`src/design/rfsyn_map.svh`:
```
// Register offsets, field positions, reset values and timing counts for the synthesiser control.
//
// How it works
// Each channel keeps two divide pairs, transmit set and receive set.
// One control write flips a channel between its two divide sets.
// Feedback divide counter is 20 bits; reference divide counter is 13 bits.
// Reference source picks crystal or dedicated clock input, shared by both channels.
// Host writes divide values per channel and set; reads per-channel status.
// Reference and feedback dividers both divide down to the comparison rate.
// Locked output frequency equals feedback over reference times reference frequency.
// Comparison step programmable from 2.5kHz up to 200kHz.
// Each channel has a phase-frequency detector with lock detect, readable.
// Locked to out-of-lock transition is caught and signalled as an interrupt.
// Charge pump gain bit at bit 3 or bit 11 picks four-to-one current.
// Host needs four data writes; partial contents persist until the last.
// Host should rewrite only idle or unselected sets; no interlock exists.
// Both sets are independent; control register picks which drives each channel.
// Lock tolerance is one or four undivided reference clock cycles.
// Lock status is majority of last three measurements.
// Lock status bits readable in status register and maskable onto interrupt.
// Unselected set writes leave active counters alone; set loads at cycle boundary.
`ifndef RFSYN_MAP_SVH
`define RFSYN_MAP_SVH

// ----------------------------------------------------------------------------
// Register addresses
// ----------------------------------------------------------------------------
`define RFSYN_ADDR_DATA 8'hb2
`define RFSYN_ADDR_CTRL 8'hb3
`define RFSYN_ADDR_STAT 8'hb4

// ----------------------------------------------------------------------------
// Field layout
// ----------------------------------------------------------------------------
`define RFSYN_N_W 20
`define RFSYN_R_W 13
`define RFSYN_DATA_CH_BIT 15
`define RFSYN_DATA_SET_BIT 14
`define RFSYN_DATA_WORD_MSB 13
`define RFSYN_DATA_WORD_LSB 12
`define RFSYN_CTRL_CH2_LSB 8
`define RFSYN_CTRL_EN_BIT 0
`define RFSYN_CTRL_SET_BIT 1
`define RFSYN_CTRL_TOL_BIT 2
`define RFSYN_CTRL_GAIN_BIT 3
`define RFSYN_CTRL_IRQEN_BIT 4
`define RFSYN_CTRL_REFSEL_BIT 7
`define RFSYN_STAT_LOCK_LSB 0
`define RFSYN_STAT_LOST_LSB 2
`define RFSYN_STAT_SET_LSB 4

// ----------------------------------------------------------------------------
// Reset values and timing
// ----------------------------------------------------------------------------
`define RFSYN_CTRL_RESET 16'h0000
`define RFSYN_N_RESET 20'h0_0001
`define RFSYN_R_RESET 13'h0001
`define RFSYN_TOL_NARROW 3'h1
`define RFSYN_TOL_WIDE 3'h4
`endif

```
`src/design/rfsyn_pkg.sv`:
```
// Types shared by the synthesiser control.
package rfsyn_pkg;

  // --------------------------------------------------------------------------
  // Divide pair and channel control
  // --------------------------------------------------------------------------
  typedef struct packed {
    logic [19:0] n_div;
    logic [12:0] r_div;
  } rfsyn_pair_s;

  typedef struct packed {
    logic irq_en;
    logic gain_hi;
    logic wide_tol;
    logic use_rx;
    logic enable;
  } rfsyn_chctl_s;

  typedef enum logic [1:0] {
    RFSYN_IDLE,
    RFSYN_RUN
  } rfsyn_state_e;

endpackage : rfsyn_pkg

```
`src/design/rfsyn_top.sv`:
```
// Two-channel integer-N synthesiser divider, lock detect and register control.
`timescale 1ns/10ps
`include "rfsyn_map.svh"

module rfsyn_top (
  // Clock and reset
  input wire logic mclk,
  input wire logic rst_n,
  // Register port
  input wire logic reg_wr,
  input wire logic reg_rd,
  input wire logic [7:0] reg_addr,
  input wire logic [15:0] reg_wdata,
  output logic [15:0] reg_rdata,
  output logic reg_rvalid,
  // Reference sources, taken as enables at the system clock
  input wire logic xtal_ref_tick,
  input wire logic dedicated_synth_clock_input,
  // Divided VCO edges per channel
  input wire logic [1:0] vco_tick,
  // Phase detector and charge pump drive per channel
  output logic [1:0] pd_up,
  output logic [1:0] pd_down,
  output logic [1:0] cp_gain_hi,
  output logic [1:0] cp_enable,
  // Lock loss interrupt
  output logic lock_irq
);

  // --------------------------------------------------------------------------
  // Register storage
  // --------------------------------------------------------------------------
  rfsyn_pkg::rfsyn_pair_s sets_ff [2][2];
  rfsyn_pkg::rfsyn_chctl_s ctl_ff [2];
  logic refsel_ff;
  logic [1:0] lost_ff;
  logic ref_tick;

  // Data word: bit 15 channel, bit 14 set, bits 13:12 word index, 12 bits payload.
  // Words 0,1 load N (low 12 then high 8); words 2,3 load R (low 12 then high 1).
  always_ff @(posedge mclk or negedge rst_n)
  begin
    if (!rst_n)
    begin
      for (int c = 0; c < 2; c++)
      begin
        for (int s = 0; s < 2; s++)
        begin
          sets_ff[c][s].n_div <= `RFSYN_N_RESET;
          sets_ff[c][s].r_div <= `RFSYN_R_RESET;
        end
      end
    end
    else if (reg_wr && reg_addr == `RFSYN_ADDR_DATA)
    begin
      case (reg_wdata[`RFSYN_DATA_WORD_MSB:`RFSYN_DATA_WORD_LSB])
        2'd0: sets_ff[reg_wdata[`RFSYN_DATA_CH_BIT]][reg_wdata[`RFSYN_DATA_SET_BIT]]
          .n_div[11:0] <= reg_wdata[11:0];
        2'd1: sets_ff[reg_wdata[`RFSYN_DATA_CH_BIT]][reg_wdata[`RFSYN_DATA_SET_BIT]]
          .n_div[19:12] <= reg_wdata[7:0];
        2'd2: sets_ff[reg_wdata[`RFSYN_DATA_CH_BIT]][reg_wdata[`RFSYN_DATA_SET_BIT]]
          .r_div[11:0] <= reg_wdata[11:0];
        default: sets_ff[reg_wdata[`RFSYN_DATA_CH_BIT]][reg_wdata[`RFSYN_DATA_SET_BIT]]
          .r_div[12] <= reg_wdata[0];
      endcase
    end
  end

  // Control: low byte channel 1, high byte channel 2; bit 7 picks the reference.
  always_ff @(posedge mclk or negedge rst_n)
  begin
    if (!rst_n)
    begin
      ctl_ff[0] <= '0;
      ctl_ff[1] <= '0;
      refsel_ff <= 1'b0;
    end
    else if (reg_wr && reg_addr == `RFSYN_ADDR_CTRL)
    begin
      for (int c = 0; c < 2; c++)
      begin
        ctl_ff[c] <= reg_wdata[c*8 +: 5];
      end
      refsel_ff <= reg_wdata[`RFSYN_CTRL_REFSEL_BIT];
    end
  end

  // One shared reference feeds both channels.
  assign ref_tick = refsel_ff ? dedicated_synth_clock_input : xtal_ref_tick;

  // --------------------------------------------------------------------------
  // Per-channel dividers, phase detector and lock detect
  // --------------------------------------------------------------------------
  rfsyn_pkg::rfsyn_pair_s act_ff [2];
  logic [19:0] ncnt_ff [2];
  logic [12:0] rcnt_ff [2];
  logic [1:0] rref_ff;
  logic [1:0] nfb_ff;
  logic [2:0] hist_ff [2];
  logic [1:0] lock_ff;
  logic [3:0] gap_ff [2];
  logic [1:0] r_edge;
  logic [1:0] n_edge;

  for (genvar c = 0; c < 2; c++)
  begin : g_ch
    // both counters reload on terminal count, giving Fref/R and Fvco/N.
    assign r_edge[c] = ref_tick && (rcnt_ff[c] <= 13'd1);
    assign n_edge[c] = vco_tick[c] && (ncnt_ff[c] <= 20'd1);

    // the chosen set is copied in when the reference cycle ends, and every cycle while the channel is disabled.
    always_ff @(posedge mclk or negedge rst_n)
    begin
      if (!rst_n)
      begin
        act_ff[c].n_div <= `RFSYN_N_RESET;
        act_ff[c].r_div <= `RFSYN_R_RESET;
      end
      else if (r_edge[c] || !ctl_ff[c].enable)
      begin
        act_ff[c] <= sets_ff[c][ctl_ff[c].use_rx];
      end
    end

    always_ff @(posedge mclk or negedge rst_n)
    begin
      if (!rst_n)
      begin
        rcnt_ff[c] <= `RFSYN_R_RESET;
      end
      else if (!ctl_ff[c].enable)
      begin
        rcnt_ff[c] <= act_ff[c].r_div;
      end
      else if (ref_tick)
      begin
        rcnt_ff[c] <= r_edge[c] ? sets_ff[c][ctl_ff[c].use_rx].r_div : rcnt_ff[c] - 13'd1;
      end
    end

    always_ff @(posedge mclk or negedge rst_n)
    begin
      if (!rst_n)
      begin
        ncnt_ff[c] <= `RFSYN_N_RESET;
      end
      else if (!ctl_ff[c].enable)
      begin
        ncnt_ff[c] <= act_ff[c].n_div;
      end
      else if (vco_tick[c])
      begin
        ncnt_ff[c] <= n_edge[c] ? act_ff[c].n_div : ncnt_ff[c] - 20'd1;
      end
    end

    // phase-frequency detector, both flags clear when both have fired.
    always_ff @(posedge mclk or negedge rst_n)
    begin
      if (!rst_n)
      begin
        rref_ff[c] <= 1'b0;
        nfb_ff[c] <= 1'b0;
      end
      else if (!ctl_ff[c].enable)
      begin
        rref_ff[c] <= 1'b0;
        nfb_ff[c] <= 1'b0;
      end
      else
      begin
        rref_ff[c] <= (rref_ff[c] | r_edge[c]) & ~(nfb_ff[c] | n_edge[c]) | (r_edge[c] & ~nfb_ff[c] & ~n_edge[c]);
        nfb_ff[c] <= (nfb_ff[c] | n_edge[c]) & ~(rref_ff[c] | r_edge[c]) | (n_edge[c] & ~rref_ff[c] & ~r_edge[c]);
      end
    end

    // count undivided reference ticks between the two edges of a comparison.
    always_ff @(posedge mclk or negedge rst_n)
    begin
      if (!rst_n)
      begin
        gap_ff[c] <= 4'h0;
        hist_ff[c] <= 3'b000;
      end
      else if (!ctl_ff[c].enable)
      begin
        gap_ff[c] <= 4'h0;
        hist_ff[c] <= 3'b000;
      end
      else if ((rref_ff[c] || nfb_ff[c]) && !(r_edge[c] || n_edge[c]))
      begin
        if (ref_tick && gap_ff[c] != 4'hf)
        begin
          gap_ff[c] <= gap_ff[c] + 4'h1;
        end
      end
      else if (r_edge[c] || n_edge[c])
      begin
        if (rref_ff[c] || nfb_ff[c] || (r_edge[c] && n_edge[c]))
        begin
          hist_ff[c] <= {hist_ff[c][1:0],
            gap_ff[c] < {1'b0, ctl_ff[c].wide_tol ? `RFSYN_TOL_WIDE : `RFSYN_TOL_NARROW}};
          gap_ff[c] <= 4'h0;
        end
      end
    end

    // majority of the last three measurements.
    always_ff @(posedge mclk or negedge rst_n)
    begin
      if (!rst_n)
      begin
        lock_ff[c] <= 1'b0;
      end
      else
      begin
        lock_ff[c] <= (hist_ff[c][0] & hist_ff[c][1]) | (hist_ff[c][1] & hist_ff[c][2])
          | (hist_ff[c][0] & hist_ff[c][2]);
      end
    end

    // sticky lock-loss flag; a new loss wins over the clear-on-read.
    always_ff @(posedge mclk or negedge rst_n)
    begin
      if (!rst_n)
      begin
        lost_ff[c] <= 1'b0;
      end
      else if (lock_ff[c] && !((hist_ff[c][0] & hist_ff[c][1]) | (hist_ff[c][1] & hist_ff[c][2])
        | (hist_ff[c][0] & hist_ff[c][2])))
      begin
        lost_ff[c] <= 1'b1;
      end
      else if (reg_rd && reg_addr == `RFSYN_ADDR_STAT)
      begin
        lost_ff[c] <= 1'b0;
      end
    end

    always_ff @(posedge mclk or negedge rst_n)
    begin
      if (!rst_n)
      begin
        pd_up[c] <= 1'b0;
        pd_down[c] <= 1'b0;
        cp_gain_hi[c] <= 1'b0;
        cp_enable[c] <= 1'b0;
      end
      else
      begin
        pd_up[c] <= rref_ff[c];
        pd_down[c] <= nfb_ff[c];
        cp_gain_hi[c] <= ctl_ff[c].gain_hi;
        cp_enable[c] <= ctl_ff[c].enable;
      end
    end
  end

  // --------------------------------------------------------------------------
  // Status read and interrupt
  // --------------------------------------------------------------------------
  // Reads of unmapped addresses return zero so a stray read is harmless.
  always_ff @(posedge mclk or negedge rst_n)
  begin
    if (!rst_n)
    begin
      reg_rdata <= 16'h0000;
      reg_rvalid <= 1'b0;
      lock_irq <= 1'b0;
    end
    else
    begin
      reg_rvalid <= reg_rd;
      if (reg_rd)
      begin
        reg_rdata <= (reg_addr == `RFSYN_ADDR_STAT) ?
          {8'h00, 2'b00, ctl_ff[1].use_rx, ctl_ff[0].use_rx, lost_ff, lock_ff} : 16'h0000;
      end
      lock_irq <= |(lost_ff & {ctl_ff[1].irq_en, ctl_ff[0].irq_en});
    end
  end

endmodule : rfsyn_top

```
`config.mk`:
```
export PLATFORM = sky130hd
export DESIGN_NAME = rfsyn_top
export DESIGN_NICKNAME = d
export VERILOG_FILES = /design/src/design/rfsyn_pkg.sv /design/src/design/rfsyn_top.sv
export VERILOG_INCLUDE_DIRS = /design/src /design/src/design
export SDC_FILE = /design/constraint.sdc
export NUM_CORES = 1
export LEC_CHECK = 0
export ABC_CLOCK_PERIOD_IN_PS = 6100
export BUFFER_PORTS_ARGS = -buffer_cell sky130_fd_sc_hd__buf_4
export CORE_MARGIN = 8
export CORE_UTILIZATION = 50
export CTS_CLUSTER_DIAMETER = 30
export DETAILED_ROUTE_END_ITERATION = 10
export PLACE_DENSITY = 0.67
export SLEW_MARGIN = 20
export SYNTH_ARGS = -nofsm -noshare
export SYNTH_HDL_FRONTEND = slang
export SYNTH_SLANG_ARGS = --single-unit
```
`constraint.sdc`:
```
create_clock -name mclk -period 6.1 [get_ports mclk]
set_input_delay 0.305 -clock mclk [delete_from_list [all_inputs] [get_ports mclk]]
set_output_delay 0.305 -clock mclk [all_outputs]
set_load 0.005 [all_outputs]
```
---- Yosys cells after proc, flatten, opt, wreduce, memory -nomap -nowiden ----
Index checks and enable logic that the tools add are counted.
Widths: inputs -> output; s select.
cells by class
  $add $sub $neg .......................... 6
  $lt $le $gt $ge ......................... 12
  equality and inequality tests ........... 23
  mux-type cells .......................... 68
  bitwise operators ....................... 47
  reductions and logical operators ........ 39
operator list
  kind                   count
  $bwmux 132             4
  $pmux 132 s3           1
  $demux 66 s1           4
  $mux 66                4
  $mux 33                7
  $demux 33 s1           4
  $mux 20                6
  $mux 13                7
  $le 20x1->1 const B    2
  $mux 4                 10
  $sub 20x1->20 const B  2
  $mux 3                 10
  $le 13x1->1 const B    2
  $sub 13x1->13 const B  2
  $mux 25                1
  $eq 8x8->1 const B     3
  $and 1x1->1            18
  $logic_and 1x1->1      17
  $mux 12                1
  $ne 2x1->1 const B     6
  $ne 3x1->1 const B     4
  $not 1->1              12
  $or 1x1->1             12
  $reduce_and 3->1       4
  other kinds (18)       52
storage, ports and cells
  register bits ........................... 323
  bits of input ports ..................... 32
  output and inout port bits .............. 26
  logic and storage cells ................. 245

---- Longest topological paths before layout ----
Gate-level depths: netlist of the first run.
  depth in word-level cells ............... 9
  gate-level depth with buffers ........... 10

---- Worst setup path before layout of the first run ----
Ideal clock, no wire load.
  kind .................................... register -> register
  from .................................... reg ncnt_ff[33] (netlist bit)
  to ...................................... reg hist_ff[3] (netlist bit)
  library setup time ...................... 0.078 ns
  data arrival time ....................... 2.514 ns
  data required time ...................... 6.022 ns
  path slack .............................. 3.509 ns
  stages on the path, launching flop included .. 7
  path buffers ............................ 0
  clock period less this slack ............ 2.591 ns
  cell sequence ........................... dfrtp_1 > or3_4 > nand4bb_4 > or4_4 > maj3_2 > or4_1 > a21boi_1
between the ends
  longest elaborated chain between the ends .. 7
ends and longest elaborated chain
  what                                   line                                source
  start, declared                        rfsyn_top.sv:95                     logic [19:0] ncnt_ff [2];
  start signal, assigned by index        rfsyn_top.sv:145                    ncnt_ff[c] <= `RFSYN_N_RESET;
  start signal, assigned by index        rfsyn_top.sv:149                    ncnt_ff[c] <= act_ff[c].n_div;
  start signal, assigned by index        rfsyn_top.sv:153                    ncnt_ff[c] <= n_edge[c] ? act_ff[c].n_div : ncnt_ff[c] - 20'd1;
  $le 20x1->1 (*)                        rfsyn_top.sv:109                    assign n_edge[c] = vco_tick[c] && (ncnt_ff[c] <= 20'd1);
  $logic_and 1x1->1 (*)                  rfsyn_top.sv:109
  $logic_or 1x1->1                       rfsyn_top.sv:190, rfsyn_top.sv:197
  $logic_not 1->1                        rfsyn_top.sv:190                    else if ((rref_ff[c] || nfb_ff[c]) && !(r_edge[c] || n_edge[c]))
  $logic_and 1x1->1                      rfsyn_top.sv:190
  $ne 2x2->1 (no source line)            n/a
  $reduce_and 3->1 (no source line) (*)  n/a
  end signal, assigned by index          rfsyn_top.sv:201                    hist_ff[c] <= {hist_ff[c][1:0],
  end, declared                          rfsyn_top.sv:99                     logic [2:0] hist_ff [2];
Mark *: on every way between the ends. The rest lies on a longest branch, timed or not.
A chain may end at the register's enable or synchronous reset.

---- Final worst setup path of the first run ----
  from .................................... reg rcnt_ff[7] (netlist bit)
  to ...................................... reg act_ff[14] (netlist bit)
between the ends
  longest elaborated chain between the ends .. 3
ends and longest elaborated chain
  what                             line              source
  start, declared                  rfsyn_top.sv:96   logic [12:0] rcnt_ff [2];
  start signal, assigned by index  rfsyn_top.sv:129  rcnt_ff[c] <= `RFSYN_R_RESET;
  start signal, assigned by index  rfsyn_top.sv:133  rcnt_ff[c] <= act_ff[c].r_div;
  start signal, assigned by index  rfsyn_top.sv:137  rcnt_ff[c] <= r_edge[c] ? sets_ff[c][ctl_ff[c].use_rx].r_div : rcnt_ff[c] - 13'd1;
  $le 13x1->1                      rfsyn_top.sv:108  assign r_edge[c] = ref_tick && (rcnt_ff[c] <= 13'd1);
  $logic_and 1x1->1                rfsyn_top.sv:108
  $logic_or 1x1->1                 rfsyn_top.sv:119  else if (r_edge[c] || !ctl_ff[c].enable)
  end signal, assigned by index    rfsyn_top.sv:121  act_ff[c] <= sets_ff[c][ctl_ff[c].use_rx];
  end, declared                    rfsyn_top.sv:94   rfsyn_pkg::rfsyn_pair_s act_ff [2];
Every way passes these cells.

==> results by group, run 1 <==
Routing
  • Drt wl/cell: around 18 µm
  • WL met2: about 15 mm
  • Post-Route WL: ~33 mm
  • Vias post-DR: about 10000
  • WL met1: roughly 16 mm
  • Met3 wire length: approximately 1.4 mm
  • Antenna-violating nets left: 0
  • Via density: about 5.7
  • DRC Markers: 0
  • Highest metal used: met4
  • Pre-Repair DR Iteration Count: 4
  • Initial DRC count: roughly 860

Floorplan
  • Die Width: approximately 190 µm
  • Initial cell density of the core: 0.507
  • Vert. Die Dim: around 190 µm
  • Full die area: between 30000 and 40000 µm²
  • Core Footprint: around 29000 µm²
  • Io pins: 58
  • Row count: between 60 and 70

Layout
  • Non-Filler Instances: 1839
  • Share of layout cells above drive strength 1: 0.241
  • Register area: approximately 8000 µm²
  • Nets@finish: approximately 1400
  • Most frequent cells in the layout: dfrtp_1 (295), mux2_2 (145), nor2_1 (129)
  • Ant diodes: 0
  • Fillers: roughly 2300
  • Multi-input combinational cell area: approximately 6200 µm²
  • Syn-to-layout area delta: 19.9%
  • Most common cell after layout, fill and taps aside: dfrtp_1

Worst setup path
  • CP cell instances: or4_1 > or4_1 > or2_1 > nand2_4 > nor2_1 > a21oi_1
  • Worst Path Buf+Inv: 0
  • CP Launch Type: register
  • Critical path endpoint category: register
  • Flop2flop setup slack: approximately 3.3 ns
  • Required @ worst endpoint: ~6.6 ns
  • Worst path depth: 6
  • CP most frequent cell: or4_1
  • R2r endpoint: act_ff[14]
  • Critical path arrival: roughly 3.3 ns
  • Slowest cell on crit path: or4_1
  • R2R Path Start: rcnt_ff[7]
  • CP startpoint: rcnt_ff[7]
  • R2R depth: 6
  • CP top delay family: simple AND/OR/NAND/NOR gates
  • CP Max Fanout: 67
  • CP Class: register to register
  • CP peak stage delay: 0.59 ns
  • Worst setup endpoint: act_ff[14]

STA
  • Tcrit/Tclk final: 0.460
  • Fmax: 357 MHz
  • Setup violators final: 0
  • Period minus WS final: 2.80 ns
  • Hold Slack: 0.0820 ns
  • Worst slew pin tran: approximately 1.1 ns
  • RSZ-0062 raised after global routing: false
  • Max-slew violations: 0
  • Setup TNS: 0 ns
  • Worst Setup Slack, final: 3.30 ns
  • Worst relative slew slack: 0.271
  • Hold Vio Cnt, Final: 0
  • Clk_skew: between 0.02 and 0.025 ns

Global routing
  • Largest net degree at the start of global routing: about 140
  • All-Layer GR Usage: 0.191
  • First-pass GRT wire length: 55.1 mm
  • Initial antenna violation count: 0
  • Number of global-route vias before repair: 10500
  • Congestion Overflow GR: 0

CTS
  • TritonCTS clock tree: yes
  • CTS H-Tree Depth: 3
  • TritonCTS Buffers: 66
  • Root cell of the clock tree: clkbuf_16
  • Worst-skew pair later-pin latency: about 0.56 ns
  • Sink Count: around 310
  • Max Root-Sink Buffers: 3
  • Reg clk slew, reported paths: ~0.050 ns
  • Post_cts resized: 0

Synth
  • Mapped cell area: 14500 µm²
  • Mux cell area share after synthesis: 0.160
  • Post-synth EDFFs: 0
  • Yosys cell types: between 70 and 80
  • Post-synthesis compound-gate area fraction: 0.129
  • Syn Inst Count: 1351
  • Yosys reg bits: 313
  • Adder-Cell Fraction of Synth Area: 0.0125
  • Combinational family with the most area after synthesis: multiplexers
  • Register area share after synthesis: 0.540
  • Synth area leaders: dfrtp_1 (51%), mux2_2 (11%), mux2i_1 (4.8%), a21oi_1 (4.3%), nor2_1 (3.3%)
  • Yosys top cell area share: 0.511
  • Simple logic cell fraction of the synthesized area: 0.114
  • Primary FF master, synth: dfrtp_1
  • Syn_area_per_cell: ~11 µm²
  • Leading area contributor after synthesis: dfrtp_1
  • Yosys warnings: 0
  • Asr flop ratio synth: 1.00
  • Post-Synth XOR/XNOR Area: 0.00422

Flow run
  • Max_cap viols: 0

Min path
  • Hold Crit Class: input port to register

Placement
  • Post-DP HPWL: between 20 and 25 mm
  • Port buffer count: 47
  • Post-Place Cells: around 1700
  • Dpl ws: 3.05 ns
  • GPL Wtd Cong: about 0.8

Power
  • Static leakage: between 0.008 and 0.009 µW
  • Pwr dens: 371 nW/µm²
  • Max IR drop VDD: around 0.19 mV

Run status
  • Outcome: completed
## report_power, final
part           switching (µW)  total [µW]  internal (µW)
registers                83.4        2250           2170
clock network            1160        3490           2330
logic                     469         743            274
total                    1710        6480           4770
## synthesized netlist by cell type, drive strengths merged (8+ instances only)
cell,instances
buf,24
o21a,9
dfrtp,297
nor4,17
or3,8
o21ai,86
o221ai,15
nand2,78
a22oi,13
nor3,37
mux2,145
nor3b,9
nor2,129
clkbuf,65
a21oi,124
ha,12
a31oi,8
or4,10
mux2i,70
inv,52
nand3,22
dfstp,16
## how the worst min path moves through the flow
stage | startpoint | end | slack [ns] | cells after the start
after global routing | reg_wdata[12] | ctl_ff[4] | 0.07 | 2
after global placement | ctl_ff[8] | cp_gain_hi[0] | 0.35 | 0
after floorplan | rst_n | async pin | 0.009 | 0
final | reg_wdata[12] | ctl_ff[4] | 0.08 | 2
after detailed placement | ctl_ff[8] | cp_gain_hi[0] | 0.36 | 0
after CTS | reg_wdata[12] | ctl_ff[4] | 0.06 | 2
## through the flow
step                area [µm²]  power [µW]   util
global placement         15200        3000  0.529
detailed placement       15200        3010  0.529
CTS                      17400        6540  0.607
finish                   17400        6480  0.608
floorplan                14600        2780      -
global route             17400        6760  0.608
## final cells by class
| type | count | share of cell area |
|---|---|---|
| Tap cell | 384 | 0.0276 |
| Clock buffer | 86 | 0.104 |
| Multi-Input combinational cell | 906 | 0.354 |
| Inverter | 52 | 0.0112 |
| Clock inverter | 34 | 0.0234 |
| Timing Repair Buffer | 64 | 0.0290 |
| Sequential cell | 313 | 0.450 |
## repair_timing
item	4_1_cts	5_1_grt
hold buffers	2	0
buffers inserted	0	0
endpoints found under the hold margin	112	0
## per-layer routing
| metal | global-route usage | vias up |
|---|---|---|
| li1 | - | 4944 |
| met5 | 0 | - |
| met2 | 0.298 | 205 |
| met3 | 0.0378 | 58 |
| met1 | 0.260 | 5209 |
| met4 | 0.0745 | 0 |
## cell families after synthesis
kind of cell / after synthesis
buf+inv: 141
fa+ha+maj: 15
mux: 215
simple gates: 346
other cells: 1
compound gates: 313
xor+xnor: 7
flops: 313
(Power assumes the default switching activity.)
==> run 2, diff against run 1 <==
ABC_AREA = 1   (was not set)
ABC_CLOCK_PERIOD_IN_PS = 2850   (was 6100)
clock period = 2.85 ns   (was 6.1 ns; I/O delays follow)
==> run 2 against run 1 <==
First-iteration DRC count increased by 38%. Critical path depth grew 5. Non-clock buffer count is 34 higher. Largest power group unchanged. Clock power grew 130%.
==> results by group, run 2 <==
Worst setup path
  • CP cell instances: inv_1 > ha_1 > nand2_2 > nor2_2 > nand3_2 > nand2_1 > nand2_1 > nand2_2 > inv_2 > o21ai_0 > o21ai_1
  • CP peak stage delay: roughly 0.36 ns
  • Critical path endpoint category: register
  • Critical path arrival: 2.78 ns
  • CP Max Fanout: 21
  • CP top delay family: simple AND/OR/NAND/NOR gates
  • CP Class: register to register
  • Slowest cell on crit path: dfstp_2
  • CP Launch Type: register
  • Worst Path Buf+Inv: 2
  • Required @ worst endpoint: 3.28 ns

Synth
  • Post-synth top cells: nand2_1 (415), dfrtp_1 (297), nor2_1 (195), inv_1 (173), o21ai_0 (161)
  • Syn Inst Count: 1851
  • Yosys reg bits: about 310
  • Syn_area_per_cell: just over 8 µm²
  • Leading area contributor after synthesis: dfrtp_1
  • Asr flop ratio synth: 1.00
  • Synth area leaders: dfrtp_1 (48%), nand2_1 (10%), o21ai_0 (5.2%), nor2_1 (4.8%), inv_1 (4.2%)
  • Yosys warnings: 0
  • Most common cell in the netlist: nand2_1
  • Yosys top cell area share: 0.483
  • Primary FF master, synth: dfrtp_1
  • Yosys cell types: 48
  • Register area share after synthesis: 0.511
  • Mapped cell area: 15400 µm²
  • Post-synth EDFFs: 0

Layout
  • Design area: approximately 19000 µm²
  • Syn-to-layout area delta: 21.7%
  • Most common cell after layout, fill and taps aside: nand2_1
  • Most frequent cells in the layout: nand2_1 (414), dfrtp_1 (297), nor2_1 (194)
  • Nets@finish: between 1500 and 2000
  • Fillers: ~2600
  • Share of layout cells above drive strength 1: 0.141
  • Fin util: 0.615

CTS
  • Hold buffer count at cts: 21
  • Reg clk slew, reported paths: about 0.050 ns
  • Worst-skew pair later-pin latency: between 0.5 and 0.6 ns
  • Root cell of the clock tree: clkbuf_16
  • TritonCTS clock tree: yes
  • Post_cts resized: 0
  • CTS H-Tree Depth: 3
  • Sink Count: 313
  • TritonCTS Buffers: 73
  • Max Root-Sink Buffers: 3
  • Post-CTS Setup Repair Bufs: 0

Routing
  • Post-Route WL: between 40 and 50 mm
  • Vias post-DR: approximately 13000
  • Initial DRC count: about 1200
  • Via density: 5.52
  • Antenna-violating nets left: 0
  • DRC Markers: 0
  • Pre-Repair DR Iteration Count: 5
  • Drt wl/cell: roughly 18 µm

STA
  • Hold Slack: about 0.026 ns
  • Worst relative slew slack: 0.311
  • Clk_skew: around 0.022 ns
  • Worst slew pin tran: between 1 and 1.5 ns
  • Setup violators final: 0
  • Fmax: around 430 MHz
  • Max-slew violations: 0
  • Period minus WS final: 2.35 ns
  • RSZ-0062 raised after global routing: false
  • Hold Vio Cnt, Final: 0
  • Tcrit/Tclk final: 0.825
  • Setup TNS: 0 ns

Floorplan
  • Io pins: between 50 and 60
  • Vert. Die Dim: ~190 µm
  • Full die area: around 37000 µm²
  • Core Footprint: about 30000 µm²
  • Die Width: roughly 190 µm
  • Row count: 64
  • Initial cell density of the core: 0.505

Power
  • Max IR drop VDD: between 0.4 and 0.5 mV
  • Static leakage: roughly 0.0089 µW
  • Pwr dens: about 750 nW/µm²

Flow run
  • Max_cap viols: 0

Min path
  • Hold Crit Class: input port to register

Global routing
  • First-pass GRT wire length: around 70 mm
  • Initial antenna violation count: 0
  • All-Layer GR Usage: 0.239
  • Congestion Overflow GR: 0
  • Largest net degree at the start of global routing: 81
  • Number of global-route vias before repair: ~13000

Placement
  • Post-DP HPWL: approximately 28 mm
  • GPL Wtd Cong: approximately 0.94
  • Port buffer count: between 40 and 50
  • Cell Area, Placed: between 15000 and 20000 µm²

Run status
  • Outcome: completed
run 2: cell count changes after synthesis, moves of 25 or more:
cell and delta:
o211ai_1 +50, a31oi_1 +58, o21ai_1 +29, o21ai_0 +76
a21oi_1 -25, mux2i_1 -70, nor2_1 +66, clkbuf_1 -27
inv_1 +121, nand2_1 +337, nand3_1 +35, xor2_1 +30
mux2_2 -133
run 2: report_power, final:
part | internal, µW | switching, µW
Sequential | 4650 | 167
Clock | 5390 | 2660
Combinational | 411 | 836
run 2: cell type report:
class	count	area (µm²)	area share
flip-flops and latches	313	7850	0.420
multi-input cells	1269	6390	0.341
clock buffers	96	2110	0.113
repair buffers	98	833	0.0445
inverters	187	704	0.0376
well taps	396	495	0.0265
clock inverters	37	333	0.0178
diodes	1	2.50	0.000134
run 2: worst paths after layout:
kind | from | cells past startpoint | to | slack, ns
max | ncnt_ff[20] | 11 | ncnt_ff[36] | 0.50
min | reg_addr[1] | 5 | lost_ff[1] | 0.03
max reg2reg | ncnt_ff[20] | 11 | ncnt_ff[36] | 0.50
min reg2reg | ctl_ff[3] | 0 | cp_gain_hi[1] | 0.38
max in group asynchronous | rst_n | 3 | ncnt_ff[20] | 1.84
min in group asynchronous | rst_n | 2 | rcnt_ff[5] | 0.14
run 2: cells by family after synthesis:
| logic type | Yosys count | share of synthesized area |
|---|---|---|
| DFF | 313 | 0.511 |
| xor gates and xnor gates | 45 | 0.0256 |
| and+or+nand+nor | 736 | 0.198 |
| buffers and inverters | 278 | 0.0770 |
| adders and majority gates | 14 | 0.0111 |
| AOI/OAI and AO/OA | 452 | 0.169 |
| other | 1 | 0.000244 |
| muxes | 12 | 0.00879 |
run 2: tightest hold or removal path, delay by kind of cell:
family                 cells  cell delay [ns]
and+or+nand+nor            3             0.19
buffers and inverters      1             0.10
AOI/OAI and AO/OA          1             0.10
run 2: per-stage QoR:
stage,setup WS (ns),instances,total power [µW]
after floorplan,1.05,1860,5650
after global placement,0.551,2242,6080
after detailed placement,0.528,2242,6100
after CTS,0.518,2396,14200
after global routing,0.272,2396,14700
final,0.499,2397,14100
run 2: routing by layer:
metal / GRT usage / vias up / wire (µm)
met1: 0.330 / 6342 / 19400
met3: 0.0545 / 77 / 3020
met2: 0.363 / 482 / 19000
met5: 0 / - / 0
li1: - / 6319 / -
met4: 0.0853 / 0 / 1160
